--- config.mk ---
export PLATFORM = sky130hd
export DESIGN_NAME = dual_serial_line_unit
export DESIGN_NICKNAME = d
export VERILOG_FILES = /design/src/common/slu_pkg.sv /design/src/common/fifo_if.sv /design/src/core/sync_fifo.sv /design/src/core/dual_serial_line_unit.sv
export SDC_FILE = /design/constraint.sdc
export NUM_CORES = 1
export LEC_CHECK = 0
export ABC_AREA = 1
export BUFFER_PORTS_ARGS = -buffer_cell sky130_fd_sc_hd__buf_2
export CAP_MARGIN = 20
export CELL_PAD_IN_SITES_DETAIL_PLACEMENT = 0
export CELL_PAD_IN_SITES_GLOBAL_PLACEMENT = 2
export CORE_MARGIN = 4
export CORE_UTILIZATION = 34
export DETAILED_ROUTE_END_ITERATION = 10
export MAX_ROUTING_LAYER = met4
export PLACE_DENSITY_LB_ADDON = 0.1
export SETUP_SLACK_MARGIN = 0.5
export SYNTH_ARGS = -nofsm -noshare
export SYNTH_HDL_FRONTEND = slang
export SYNTH_SLANG_ARGS = --single-unit
--- constraint.sdc ---
create_clock -name ref_clk -period 2.6 [get_ports ref_clk]
set_clock_uncertainty 0.2 [all_clocks]
set_input_delay 0.26 -clock ref_clk [delete_from_list [all_inputs] [get_ports ref_clk]]
set_output_delay 0.26 -clock ref_clk [all_outputs]
set_load 0.02 [all_outputs]
--- src/common/slu_pkg.sv ---
// Purpose: Shared constants and types for the dual serial line unit.
// Assumes: 10 MHz ref_clk, synchronous active-high reset.
// Notes: Behaviour summary follows.
package slu_pkg;
    localparam int NUM_UNITS = 2;
    localparam int DATA_W = 8;
    localparam int BUS_W = 16;
    localparam int FLAG_BIT = 7;
    localparam int IE_BIT = 6;
    localparam int RX_FIFO_DEPTH = 8;
    // Bit clock ticks per bit and the tick that marks a bit centre
    localparam logic [3:0] TICK_LAST = 4'hF;
    localparam logic [3:0] HALF_LAST = 4'h7;
    // Baud reference synthesised from ref_clk by phase accumulation
    localparam int REF_CLK_HZ = 10_000_000;
    localparam int BAUD_REF_HZ = 5_068_800;
    localparam logic [23:0] REF_STEP = 24'(BAUD_REF_HZ / 100);
    localparam logic [23:0] REF_MOD = 24'(REF_CLK_HZ / 100);
    // Divisor for switch code n is (16 - n) * BAUD_DIV_UNIT
    localparam logic [15:0] BAUD_DIV_UNIT = 16'h0021;
    // Vector defaults (plain values)
    localparam logic [7:0] VEC_CONSOLE = 8'h30;
    localparam logic [7:0] VEC_SECOND = 8'hC0;
    localparam logic [7:0] VEC_SECOND_ALT = 8'hC8;
    localparam logic [7:0] VEC_TX_OFFSET = 8'h04;
    typedef enum logic [4:0] {
        RX_IDLE = 5'b00001,
        RX_START = 5'b00010,
        RX_DATA = 5'b00100,
        RX_PAR = 5'b01000,
        RX_STOP = 5'b10000
    } rxState_e;
    typedef enum logic [1:0] {
        TX_IDLE = 2'b01,
        TX_SHIFT = 2'b10
    } txState_e;
endpackage

--- src/common/fifo_if.sv ---
// Purpose: Valid/ready carrier between a FIFO and its user.
// Assumes: One clock domain.
// Notes: store is the FIFO side, user the producer and consumer side.
`timescale 1ns/1ps
interface fifo_if #(parameter int WIDTH = 8);
    logic [WIDTH-1:0] wrData;
    logic wrValid;
    logic wrReady;
    logic [WIDTH-1:0] rdData;
    logic rdValid;
    logic rdReady;
    modport store(input wrData, input wrValid, input rdReady, output wrReady, output rdData, output rdValid);
    modport user(output wrData, output wrValid, output rdReady, input wrReady, input rdData, input rdValid);
endinterface

--- src/core/sync_fifo.sv ---
// Purpose: Synchronous FIFO with valid/ready on both sides.
// Assumes: DEPTH is a power of two.
// Notes: Full and empty are exact; simultaneous push and pop allowed.
`timescale 1ns/1ps
module sync_fifo
    import slu_pkg::*;
#(
    parameter int WIDTH = 8,
    parameter int DEPTH = 8
) (
    input wire logic ref_clk,
    input wire logic rst,
    fifo_if.store port
);
    localparam int AW = $clog2(DEPTH);
    logic [WIDTH-1:0] mem_q [DEPTH];
    logic [AW-1:0] wrPtr_q, wrPtr_d, rdPtr_q, rdPtr_d;
    logic [AW:0] count_q, count_d;
    logic push, pop;

    // Handshakes straight from the occupancy count
    assign port.wrReady = (count_q != (AW+1)'(DEPTH));
    assign port.rdValid = (count_q != '0);
    assign port.rdData = mem_q[rdPtr_q];
    assign push = port.wrValid & port.wrReady;
    assign pop = port.rdValid & port.rdReady;

    // Pointer and count update
    always_comb begin
        wrPtr_d = push ? wrPtr_q + 1'b1 : wrPtr_q;
        rdPtr_d = pop ? rdPtr_q + 1'b1 : rdPtr_q;
        count_d = count_q;
        if (push & ~pop) begin
            count_d = count_q + 1'b1;
        end else if (pop & ~push) begin
            count_d = count_q - 1'b1;
        end
    end

    // Storage has no reset; only occupancy state does
    always_ff @(posedge ref_clk) begin
        if (push) begin
            mem_q[wrPtr_q] <= port.wrData;
        end
        if (rst) begin
            wrPtr_q <= '0;
            rdPtr_q <= '0;
            count_q <= '0;
        end else begin
            wrPtr_q <= wrPtr_d;
            rdPtr_q <= rdPtr_d;
            count_q <= count_d;
        end
    end
endmodule

--- src/core/dual_serial_line_unit.sv ---
// Purpose: Two serial line units with status, buffers, interrupts and baud generation.
// Assumes: All strobes are active-high one-cycle pulses synchronous to ref_clk.
// Notes: Register reads answer on internalDataOut one cycle after the strobe.
`timescale 1ns/1ps
module dual_serial_line_unit
    import slu_pkg::*;
#(
    parameter int FIFO_DEPTH = RX_FIFO_DEPTH
) (
    input wire logic ref_clk,
    input wire logic rst,
    input wire logic [BUS_W-1:0] internalDataIn,
    output logic [BUS_W-1:0] internalDataOut,
    output logic internalDataOe,
    input wire logic [NUM_UNITS-1:0] rxBufferReadStrobe,
    input wire logic [NUM_UNITS-1:0] txBufferLoadStrobe,
    input wire logic [NUM_UNITS-1:0] rxStatusLoadStrobe,
    input wire logic [NUM_UNITS-1:0] txStatusLoadStrobe,
    input wire logic rxStatusReadStrobe,
    input wire logic txStatusReadStrobe,
    input wire logic latchedAddrBitNine,
    input wire logic vectorPhaseStrobe,
    input wire logic vectorReadStrobe,
    output logic ackChainOut,
    output logic serialIntRequest,
    input wire logic secondUnitAddrJumper,
    input wire logic baudGenEnable,
    input wire logic [3:0] baudSelectConsole,
    input wire logic [3:0] baudSelectSecond,
    input wire logic [NUM_UNITS-1:0] unitBitClock,
    input wire logic fmtEightBits,
    input wire logic fmtTwoStop,
    input wire logic fmtParityOn,
    input wire logic fmtParityOdd,
    input wire logic [NUM_UNITS-1:0] serialRxLine,
    output logic [NUM_UNITS-1:0] serialTxLine
);
    wire logic [NUM_UNITS-1:0] rxDoneFlag, rxIntEnable, txReadyFlag, txIntEnable;
    wire logic [NUM_UNITS-1:0] actRx, actTx, pendRx, pendTx;
    logic [NUM_UNITS-1:0] ackRx, ackTx;
    wire logic [DATA_W-1:0] rxBufWord [NUM_UNITS];
    logic [23:0] refAcc_q, refAcc_d;
    logic refTick_q, refTick_d;
    logic [BUS_W-1:0] dataOut_q, dataOut_d;
    logic dataOe_q, dataOe_d;
    logic consoleActive, secondActive, ackSecond, ackIsTx;
    logic [DATA_W-1:0] vector;
    logic [3:0] dataBits;

    assign dataBits = fmtEightBits ? 4'h8 : 4'h7;

    // Acknowledge chain: console first, second unit only if console idle
    always_comb begin
        consoleActive = actRx[0] | actTx[0];
        secondActive = actRx[1] | actTx[1];
        ackSecond = ~consoleActive;
        ackChainOut = vectorReadStrobe & ~consoleActive & ~secondActive;
        ackRx = '0;
        ackTx = '0;
        // Receive channel wins inside a unit
        ackIsTx = ackSecond ? ~actRx[1] : ~actRx[0];
        if (vectorReadStrobe) begin
            ackRx[0] = ~ackSecond & actRx[0];
            ackTx[0] = ~ackSecond & ~actRx[0] & actTx[0];
            ackRx[1] = ackSecond & actRx[1];
            ackTx[1] = ackSecond & ~actRx[1] & actTx[1];
        end
        if (~ackSecond) begin
            vector = VEC_CONSOLE;
        end else if (secondUnitAddrJumper) begin
            vector = VEC_SECOND_ALT;
        end else begin
            vector = VEC_SECOND;
        end
        if (ackIsTx) begin
            vector = vector + VEC_TX_OFFSET;
        end
    end

    // Read multiplexer and baud reference accumulator
    always_comb begin
        refAcc_d = refAcc_q + REF_STEP;
        refTick_d = 1'b0;
        if (refAcc_d >= REF_MOD) begin
            refAcc_d = refAcc_d - REF_MOD;
            refTick_d = 1'b1;
        end
        dataOut_d = '0;
        dataOe_d = 1'b1;
        if (vectorReadStrobe) begin
            dataOut_d[DATA_W-1:0] = (consoleActive | secondActive) ? vector : '0;
        end else if (rxBufferReadStrobe[0]) begin
            dataOut_d[DATA_W-1:0] = rxBufWord[0];
        end else if (rxBufferReadStrobe[1]) begin
            dataOut_d[DATA_W-1:0] = rxBufWord[1];
        end else if (rxStatusReadStrobe) begin
            // Bit nine high picks the console unit
            dataOut_d[FLAG_BIT] = latchedAddrBitNine ? rxDoneFlag[0] : rxDoneFlag[1];
            dataOut_d[IE_BIT] = latchedAddrBitNine ? rxIntEnable[0] : rxIntEnable[1];
        end else if (txStatusReadStrobe) begin
            dataOut_d[FLAG_BIT] = latchedAddrBitNine ? txReadyFlag[0] : txReadyFlag[1];
            dataOut_d[IE_BIT] = latchedAddrBitNine ? txIntEnable[0] : txIntEnable[1];
        end else begin
            dataOe_d = 1'b0;
        end
    end

    always_ff @(posedge ref_clk) begin
        if (rst) begin
            refAcc_q <= '0;
            refTick_q <= 1'b0;
            dataOut_q <= '0;
            dataOe_q <= 1'b0;
        end else begin
            refAcc_q <= refAcc_d;
            refTick_q <= refTick_d;
            dataOut_q <= dataOut_d;
            dataOe_q <= dataOe_d;
        end
    end

    assign internalDataOut = dataOut_q;
    assign internalDataOe = dataOe_q;
    assign serialIntRequest = |{actRx, actTx, pendRx, pendTx};

    for (genvar u = 0; u < NUM_UNITS; u++) begin : g_unit
        fifo_if #(.WIDTH(DATA_W)) rxq();
        logic [3:0] baudSel;
        logic [15:0] divisor;
        logic bitTick;
        logic [15:0] divCnt_q, divCnt_d;
        logic bitClkPrev_q;
        rxState_e rxState_q, rxState_d;
        logic [3:0] rxTick_q, rxTick_d, rxBits_q, rxBits_d;
        logic [DATA_W-1:0] rxShift_q, rxShift_d, rxBuf_q, rxBuf_d;
        logic rxLinePrev_q, rxPush_q, rxPush_d, rxDone_q, rxDone_d, rxIe_q, rxIe_d;
        txState_e txState_q, txState_d;
        logic [11:0] txShift_q, txShift_d, frame;
        logic [3:0] txTick_q, txTick_d, txBits_q, txBits_d, frameLen;
        logic [DATA_W-1:0] txBuf_q, txBuf_d, dataMask;
        logic txFull_q, txFull_d, txIe_q, txIe_d;
        logic rxReqPrev_q, txReqPrev_q, rxReq, txReq;
        logic pendRx_q, pendRx_d, pendTx_q, pendTx_d, actRx_q, actRx_d, actTx_q, actTx_d;

        sync_fifo #(.WIDTH(DATA_W), .DEPTH(FIFO_DEPTH)) u_rx_fifo (
            .ref_clk(ref_clk),
            .rst(rst),
            .port(rxq.store)
        );

        assign baudSel = (u == 0) ? baudSelectConsole : baudSelectSecond;
        assign divisor = BAUD_DIV_UNIT * {11'h000, 5'h10 - {1'b0, baudSel}};
        // One tick drives both receiver and transmitter of this unit
        assign bitTick = baudGenEnable ? (refTick_q && divCnt_q == 16'h0000)
                                       : (unitBitClock[u] & ~bitClkPrev_q);
        assign rxReq = rxDone_q & rxIe_q;
        assign txReq = ~txFull_q & txIe_q;
        assign dataMask = fmtEightBits ? 8'hFF : 8'h7F;
        assign frameLen = 4'h1 + dataBits + {3'h0, fmtParityOn} + (fmtTwoStop ? 4'h2 : 4'h1);
        // Frame sent LSB first: start, data, optional parity, then idle-high stops
        always_comb begin
            frame = '1;
            frame[0] = 1'b0;
            frame[DATA_W:1] = txBuf_q | ~dataMask;
            if (~fmtEightBits) begin
                frame[DATA_W] = 1'b1;
            end
            if (fmtParityOn) begin
                frame[dataBits+4'h1] = ^(txBuf_q & dataMask) ^ fmtParityOdd;
            end
        end

        assign rxq.wrData = rxShift_q >> (fmtEightBits ? 0 : 1);
        assign rxq.wrValid = rxPush_q;
        assign rxq.rdReady = ~rxDone_q;

        always_comb begin
            divCnt_d = divCnt_q;
            if (refTick_q) begin
                divCnt_d = (divCnt_q == 16'h0000) ? divisor - 16'h0001 : divCnt_q - 16'h0001;
            end
            // Receiver: edge-started, centre-sampled
            rxState_d = rxState_q;
            rxTick_d = rxTick_q;
            rxBits_d = rxBits_q;
            rxShift_d = rxShift_q;
            rxPush_d = 1'b0;
            case (rxState_q)
                RX_IDLE: begin
                    if (rxLinePrev_q & ~serialRxLine[u]) begin
                        rxState_d = RX_START;
                        rxTick_d = '0;
                    end
                end
                RX_START: begin
                    if (bitTick) begin
                        rxTick_d = rxTick_q + 4'h1;
                        if (rxTick_q == HALF_LAST) begin
                            // A glitch that is high at mid-start is ignored
                            rxState_d = serialRxLine[u] ? RX_IDLE : RX_DATA;
                            rxTick_d = '0;
                            rxBits_d = '0;
                        end
                    end
                end
                RX_DATA, RX_PAR, RX_STOP: begin
                    if (bitTick) begin
                        rxTick_d = rxTick_q + 4'h1;
                        if (rxTick_q == TICK_LAST) begin
                            if (rxState_q == RX_DATA) begin
                                rxShift_d = {serialRxLine[u], rxShift_q[DATA_W-1:1]};
                                rxBits_d = rxBits_q + 4'h1;
                                if (rxBits_q == dataBits - 4'h1) begin
                                    rxState_d = fmtParityOn ? RX_PAR : RX_STOP;
                                end
                            end else if (rxState_q == RX_PAR) begin
                                rxState_d = RX_STOP;
                            end else begin
                                // Overrun: a full queue drops the new character
                                rxPush_d = serialRxLine[u];
                                rxState_d = RX_IDLE;
                            end
                        end
                    end
                end
                default: begin
                    rxState_d = RX_IDLE;
                end
            endcase
            // Buffer and status bits
            rxBuf_d = rxBuf_q;
            rxDone_d = rxDone_q & ~rxBufferReadStrobe[u];
            if (rxq.rdValid & rxq.rdReady) begin
                rxBuf_d = rxq.rdData;
                rxDone_d = 1'b1;
            end
            rxIe_d = rxStatusLoadStrobe[u] ? internalDataIn[IE_BIT] : rxIe_q;
            txIe_d = txStatusLoadStrobe[u] ? internalDataIn[IE_BIT] : txIe_q;
            // Transmitter
            txState_d = txState_q;
            txShift_d = txShift_q;
            txTick_d = txTick_q;
            txBits_d = txBits_q;
            txBuf_d = txBuf_q;
            txFull_d = txFull_q;
            case (txState_q)
                TX_IDLE: begin
                    if (txFull_q) begin
                        txShift_d = frame;
                        txFull_d = 1'b0;
                        txTick_d = '0;
                        txBits_d = frameLen;
                        txState_d = TX_SHIFT;
                    end
                end
                TX_SHIFT: begin
                    if (bitTick) begin
                        txTick_d = txTick_q + 4'h1;
                        if (txTick_q == TICK_LAST) begin
                            txShift_d = {1'b1, txShift_q[11:1]};
                            txBits_d = txBits_q - 4'h1;
                            if (txBits_q == 4'h1) begin
                                txState_d = TX_IDLE;
                            end
                        end
                    end
                end
                default: begin
                    txState_d = TX_IDLE;
                end
            endcase
            if (txBufferLoadStrobe[u]) begin
                txBuf_d = internalDataIn[DATA_W-1:0];
                txFull_d = 1'b1;
            end
            // Pending on rising request, held while it lasts, cleared by acknowledge
            pendRx_d = rxReq & ((pendRx_q & ~ackRx[u]) | ~rxReqPrev_q);
            pendTx_d = txReq & ((pendTx_q & ~ackTx[u]) | ~txReqPrev_q);
            actRx_d = actRx_q;
            actTx_d = actTx_q;
            if (vectorPhaseStrobe) begin
                actRx_d = pendRx_q;
                actTx_d = pendTx_q;
            end else if (vectorReadStrobe) begin
                actRx_d = 1'b0;
                actTx_d = 1'b0;
                pendRx_d = pendRx_d & ~ackRx[u];
                pendTx_d = pendTx_d & ~ackTx[u];
            end
        end

        always_ff @(posedge ref_clk) begin
            if (rst) begin
                divCnt_q <= '0;
                bitClkPrev_q <= 1'b0;
                rxState_q <= RX_IDLE;
                rxTick_q <= '0;
                rxBits_q <= '0;
                rxShift_q <= '0;
                rxBuf_q <= '0;
                rxLinePrev_q <= 1'b1;
                rxPush_q <= 1'b0;
                rxDone_q <= 1'b0;
                rxIe_q <= 1'b0;
                txState_q <= TX_IDLE;
                txShift_q <= '1;
                txTick_q <= '0;
                txBits_q <= '0;
                txBuf_q <= '0;
                txFull_q <= 1'b0;
                txIe_q <= 1'b0;
                rxReqPrev_q <= 1'b0;
                txReqPrev_q <= 1'b0;
                pendRx_q <= 1'b0;
                pendTx_q <= 1'b0;
                actRx_q <= 1'b0;
                actTx_q <= 1'b0;
            end else begin
                divCnt_q <= divCnt_d;
                bitClkPrev_q <= unitBitClock[u];
                rxState_q <= rxState_d;
                rxTick_q <= rxTick_d;
                rxBits_q <= rxBits_d;
                rxShift_q <= rxShift_d;
                rxBuf_q <= rxBuf_d;
                rxLinePrev_q <= serialRxLine[u];
                rxPush_q <= rxPush_d;
                rxDone_q <= rxDone_d;
                rxIe_q <= rxIe_d;
                txState_q <= txState_d;
                txShift_q <= txShift_d;
                txTick_q <= txTick_d;
                txBits_q <= txBits_d;
                txBuf_q <= txBuf_d;
                txFull_q <= txFull_d;
                txIe_q <= txIe_d;
                rxReqPrev_q <= rxReq;
                txReqPrev_q <= txReq;
                pendRx_q <= pendRx_d;
                pendTx_q <= pendTx_d;
                actRx_q <= actRx_d;
                actTx_q <= actTx_d;
            end
        end

        assign rxDoneFlag[u] = rxDone_q;
        assign rxIntEnable[u] = rxIe_q;
        assign txReadyFlag[u] = ~txFull_q;
        assign txIntEnable[u] = txIe_q;
        assign actRx[u] = actRx_q;
        assign actTx[u] = actTx_q;
        assign pendRx[u] = pendRx_q;
        assign pendTx[u] = pendTx_q;
        assign rxBufWord[u] = rxBuf_q;
        assign serialTxLine[u] = txShift_q[0];
    end
endmodule

# ---- Word-level counts from Yosys, hierarchy flattened
# Memory sizes are Yosys's and may differ from the RTL's. A register that Yosys moved wholly into a read port is not among the register bits.
# Cells that the tools add are included.
dict set report op_classes {
  n_addsub 29
  mul 2
  magnitude_cmp 3
  eq_ne 48
  shift 2
  mux 142
  bitwise 84
  n_reduce_logical 39
}
# cell n
set op_table {}
lappend op_table {{$mux W4} 34}
lappend op_table {{$mux W12} 8}
lappend op_table {{$mux W5} 17}
lappend op_table {{$mux W8} 6}
lappend op_table {{$pmux W12 S2} 2}
lappend op_table {{$pmux W4 S2} 6}
lappend op_table {{$mux W1} 40}
lappend op_table {{$ne A2 B2 Y1 const B} 20}
lappend op_table {{$and A1 B1 Y1} 38}
lappend op_table {{$add A4 B1 Y4 const B} 9}
lappend op_table {{$logic_not A16 Y1} 2}
lappend op_table {{$mux W16} 2}
lappend op_table {{$not A1 Y1} 32}
lappend op_table {{$reduce_and A4 Y1} 8}
lappend op_table {{$shr A8 B32 Y8} 1}
lappend op_table {{$sub A16 B1 Y16 const B} 2}
lappend op_table {{$pmux W5 S3} 2}
lappend op_table {{$mux W2} 14}
lappend op_table {{$add A24 B16 Y24 const B} 1}
lappend op_table {{$bwmux W12} 2}
lappend op_table {{$ge A24 B17 Y1 const B} 1}
lappend op_table {{$mux W24} 1}
lappend op_table {{$pmux W4 S3} 2}
lappend op_table {{$reduce_and A6 Y1} 4}
lappend op_table {{other kinds (43)} 95}
dict set report word_totals {
  ff_bits 222
  ramBits 128
  input_bits 49
  out_inout_bits 21
  elab_cells 408
  n_memories 2
}
# memory depth word_bits read_ports rd_ports_with_merged_regs write_ports line
set memory_table {}
lappend memory_table {{g_unit[0].u_rx_fifo.mem_q} 8 8 1 1 1 sync_fifo.sv:16} ;# logic [WIDTH-1:0] mem_q [DEPTH];
lappend memory_table {{g_unit[1].u_rx_fifo.mem_q} 8 8 1 1 1 sync_fifo.sv:16}

# ---- Logic depth before layout (Yosys ltp)
dict set report logic_depth {
  depth_word 12
  depth_mapped 17
  mapped_depth_nobuf 17
}

# ---- Hierarchy
# Synthesis repeated with hierarchy kept, for this count alone.
dict set report unflattened {
  cells_unflattened 2318
  hier_area_um2 18017.3
}
# module instances cells_per_inst area_each_um2
set by_module_without_submodules {}
lappend by_module_without_submodules {dual_serial_line_unit 1 1744 11617.4}
lappend by_module_without_submodules {{sync_fifo (g_unit[1].u_rx_fifo)} 1 287 3205.6}
lappend by_module_without_submodules {{sync_fifo (g_unit[0].u_rx_fifo)} 1 287 3194.3}

# ---- Worst setup path before layout
# OpenSTA, ideal clock, no wires.
dict set report synth_timing {
  kind {in2reg}
  from {input port baudSelectConsole[0]}
  to {register g_unit[0].divCnt_q[8]}
  setup_ps 70
  arrival_time_ps 2405
  required_time_ps 2330
  path_slack_ps -75
  path_stages 15
  n_path_buf 0
  path_cell_list {inv_1 -> ha_1 -> xor2_1 -> ha_1 -> ha_1 -> inv_1 -> fa_1 -> inv_1 -> a21oi_1 -> nor2_1 -> or2_2 -> a21oi_1 -> or2_2 -> nand3_1 -> a21oi_1}
}
dict set report synth_via {
  elab_chain_cells 4
}
# item line
set synth_rtl {}
lappend synth_rtl {{start, declared} dual_serial_line_unit.sv:28} ;# input wire logic [3:0] baudSelectConsole,
lappend synth_rtl {{$sub A5 B4 Y5} dual_serial_line_unit.sv:152} ;# assign divisor = BAUD_DIV_UNIT * {11'h000, 5'h10 - {1'b0, baudSel}};
lappend synth_rtl {{$mul A6 B5 Y11} dual_serial_line_unit.sv:152}
lappend synth_rtl {{$sub A11 B1 Y12} dual_serial_line_unit.sv:180} ;# divCnt_d = (divCnt_q == 16'h0000) ? divisor - 16'h0001 : divCnt_q - 16'h0001;
lappend synth_rtl {{$mux W16} dual_serial_line_unit.sv:180}
lappend synth_rtl {{end signal, assigned} dual_serial_line_unit.sv:319} ;# divCnt_q <= divCnt_d;
lappend synth_rtl {{end, declared} dual_serial_line_unit.sv:131} ;# logic [15:0] divCnt_q, divCnt_d;
# No other way between the ends.
# A chain may end at the register's enable or synchronous reset.

# ---- Worst setup path after layout
dict set report layout_timing {
  from {register refAcc_q[9]}
  to {register refAcc_q[14]}
}
dict set report layout_via {
  elab_chain_cells 3
}
# item line
set layout_rtl {}
lappend layout_rtl {{start, declared} dual_serial_line_unit.sv:42} ;# logic [23:0] refAcc_q, refAcc_d;
lappend layout_rtl {{start signal, assigned} dual_serial_line_unit.sv:115} ;# refAcc_q <= refAcc_d;
lappend layout_rtl {{$add A24 B16 Y24 *} dual_serial_line_unit.sv:82} ;# refAcc_d = refAcc_q + REF_STEP;
lappend layout_rtl {{$sub A24 B17 Y24 or $ge A24 B17 Y1 (tied branches)} {dual_serial_line_unit.sv:85, dual_serial_line_unit.sv:84}}
lappend layout_rtl {{$mux W24 *} dual_serial_line_unit.sv:84} ;# if (refAcc_d >= REF_MOD) begin
# Mark *: on every way between the ends. The rest lies on a longest branch, timed or not.

==> results_dict.tcl <==
set metrics [dict create \
    wl_microns 49200 \
    finalWeightedCongestion 0.799 \
    finalCritPeriodShare_pct 85.9 \
    final.fill_count 5026 \
    first_pass_iters 5 \
    synth_area_leaders "dfxtp_1, edfxtp_1, nand2_1" \
    internal_power_mw 14.7 \
    cts.htree.levels 2 \
    end_kind "flop" \
    crit_type "reg -> reg" \
    grt_pass1_wl_microns 76800 \
    clock-sinks 349 \
    place_area_sq_um 19600 \
    power.leakage_nw 9.69 \
    globalRoute.totalOverflow 0 \
    wl_per_cell_microns 15.5 \
    final_nets 2557 \
    cts_tree "built" \
    sw_frac_of_total_pct 38.1 \
    synthArstFlopShare_pct 0 \
    die_w_microns 235 \
    synth-seq-cells 349 \
    worstPathArrival_ps 2480 \
    insertion_delay_ps 570 \
    status "complete, no violations" \
    die-area_sq_um 55400 \
    hpwl_microns 32300 \
    port_buffers 53 \
    seq_area_frac_synth_pct 47.0 \
    synth_flop_cell "dfxtp_1" \
    finalHoldViolCount 0 \
    post-route-min-period_ps 2230 \
    pwr_density_cell_nw_per_um2 1010 \
    grt_max_degree 61 \
    core_area_sq_um 51200 \
    antenna_found_initial 0 \
    peakVddDrop_uv 436 \
    initial_core_util_pct 34.3 \
    post-synth-top-area-cell "dfxtp_1" \
    yosysWarnings 0 \
    num_rows 83 \
    synthToLayoutAreaGrowth_pct 34.0 \
    syn-instance-count 2193 \
    drive_gt1_share_pct 28.1 \
    clk_pin_slew_ps 60 \
    grt_pass1_vias 14484 \
    total_power_mw 23.8 \
    setup-violations-final 0 \
    drt-initial-drc-count 782 \
    diodes 0 \
    die_h_microns 235 \
    max_cap_violations 0 \
    fmax_mhz 448 \
    reg2regPathDepth 15 \
    cp_max_fo 7 \
    power_frac_seq_pct 29.5 \
    gr-usage-all-layers_pct 17.2 \
    synth.distinct_cells 55 \
    fin_area_sq_um 23600 \
    clockPowerShare_pct 25.9 \
    rsz0062_at_grt "yes" \
    setup_slack_ps 367 \
    synth_top_area_share_pct 25.2 \
    viasPerCell 4.84 \
    post-place-ws_ps -289 \
    required_ps 2850 \
    whs_path_depth 5 \
    io_pins 70 \
    postRouteAntennaNets 0 \
    cts_buffer_depth 3 \
    slew_violations 0 \
    vias 15308 \
    pwr-share-comb_pct 44.6 \
    syn_area_per_cell_sq_um 8.01 \
    syn_area_sq_um 17600 \
    cts_made_buffers 43 \
    p_switching_mw 9.08 \
    slew_headroom_pct 46.1 \
    root_buffer "clkbuf_16" \
    synth-edff-count 128 \
    synth_common_cells "nand2_1, nor2_1, inv_1" \
    synth_most_common_cell "nand2_1" \
    crit_path_start_kind "flop" \
    hp-class "in -> reg" \
    tightestPinTransition_ps 800 \
    drc 0 \
]
## area by class of cell
type | instances | area [sq um] | area share, %
multi-input cells | 1522 | 9450 | 40.1
flip-flops and latches | 349 | 8330 | 35.3
repair buffers | 293 | 2480 | 10.5
clock buffers | 64 | 1230 | 5.24
inverters | 244 | 980 | 4.16
well taps | 680 | 851 | 3.61
clock inverters | 14 | 239 | 1.01
## worst max-delay path, stage by stage (launching register included)
cell	delay (ps)
dfxtp_4	370
inv_4	40
ha_4	170
nor2_4	110
nand2_4	100
nand2_8	110
nand3_2	60
nand2_1	70
nand2_2	70
inv_2	80
nand2_4	70
nor2_8	130
nand3_4	180
clkbuf_16	230
nand2_4	60
a21oi_2	40
## worst paths after layout
kind                                end  slack [ps]                   from
setup / recovery           refAcc_q[14]         370            refAcc_q[9]
hold / removal    g_unit[0].divCnt_q[0]          20   baudSelectConsole[0]
setup reg to reg           refAcc_q[14]         370            refAcc_q[9]
hold reg to reg      g_unit[1].pendRx_q         240  g_unit[1].rxReqPrev_q
## placed cells by master, fill, tap and decap left out, types with 45 or more instances in the layout
cell / count
inv_1: 179
edfxtp_1: 128
inv_2: 45
clkbuf_16: 46
nor2_1: 257
buf_4: 175
a21oi_1: 146
nand2_1: 306
buf_2: 46
nand2_2: 59
dfxtp_1: 187
o21ai_0: 171
nand3_1: 88
## stage by stage
step           utilization (%)  hold slack (ps)  TNS [ps]  cells
2_1_floorplan                -              154         0   2200
3_3_place_gp              38.3              212     -1130   2965
3_5_place_dp              38.3              236     -1720   2965
4_1_cts                   43.4             5.48         0   3123
5_1_grt                   46.0             35.9         0   3166
6_report                  46.0             21.9         0   3166
## power by group through the flow
stage                     logic, mW  clock network [mW]  registers (mW)
after global placement         7.85                   0            7.01
after CTS                      8.98                6.41            6.93
after detailed placement       7.89                   0            7.01
after floorplan                5.82                   0            6.86
after global routing           11.7                6.59            7.12
final                          10.6                6.17            7.03
## what timing repair did
| item | 4_1_cts | 5_1_grt |
|---|---|---|
| setup endpoints to repair | 112 | 112 |
| gates resized for setup | 108 | 272 |
| pin swaps | 46 | 105 |
| hold buffers | 39 | 0 |
| gates cloned | 4 | 5 |
| setup buffers | 37 | 38 |
| hold endpoints to repair | 61 | 0 |
## flip-flops by register name, summed over array words and instances, names as in the netlist, 4 cells and up
name and count:
g_unit.u_rx_fifo.wrPtr_q 6, g_unit.rxState_q 10, g_unit.divCnt_q 32, g_unit.rxBits_q 8, g_unit.u_rx_fifo.mem_q 128, g_unit.rxBuf_q 16, g_unit.u_rx_fifo.rdPtr_q 6, internalDataOut 8
g_unit.u_rx_fifo.count_q 8, g_unit.txShift_q 20, g_unit.txState_q 4, g_unit.rxTick_q 8, refAcc_q 19, g_unit.txBits_q 8, g_unit.txBuf_q 16, g_unit.rxShift_q 16
g_unit.txTick_q 8
## per-layer routing
metal | track usage (%) | routed length [microns]
met5 | - | 0
met4 | 4.08 | 769
met3 | 2.37 | 1350
met1 | 23.7 | 24400
met2 | 27.2 | 22600
## kinds of logic (layout without fill, tap and decap cells)
kind of cell             Yosys count  in the layout  synth area share (%)
AO/OA/AOI/OAI                    481            481                  15.3
adder cells (fa/ha/maj)           55             55                  4.13
buffers and inverters            332            615                  7.58
multiplexers                      11             11                 0.626
flip-flops                       349            349                  47.0
AND/OR/NAND/NOR                  897            900                  22.0
other                              1              8                0.0213
XOR/XNOR                          67             67                  3.34
No activity file was read; power rests on OpenSTA's default activity.
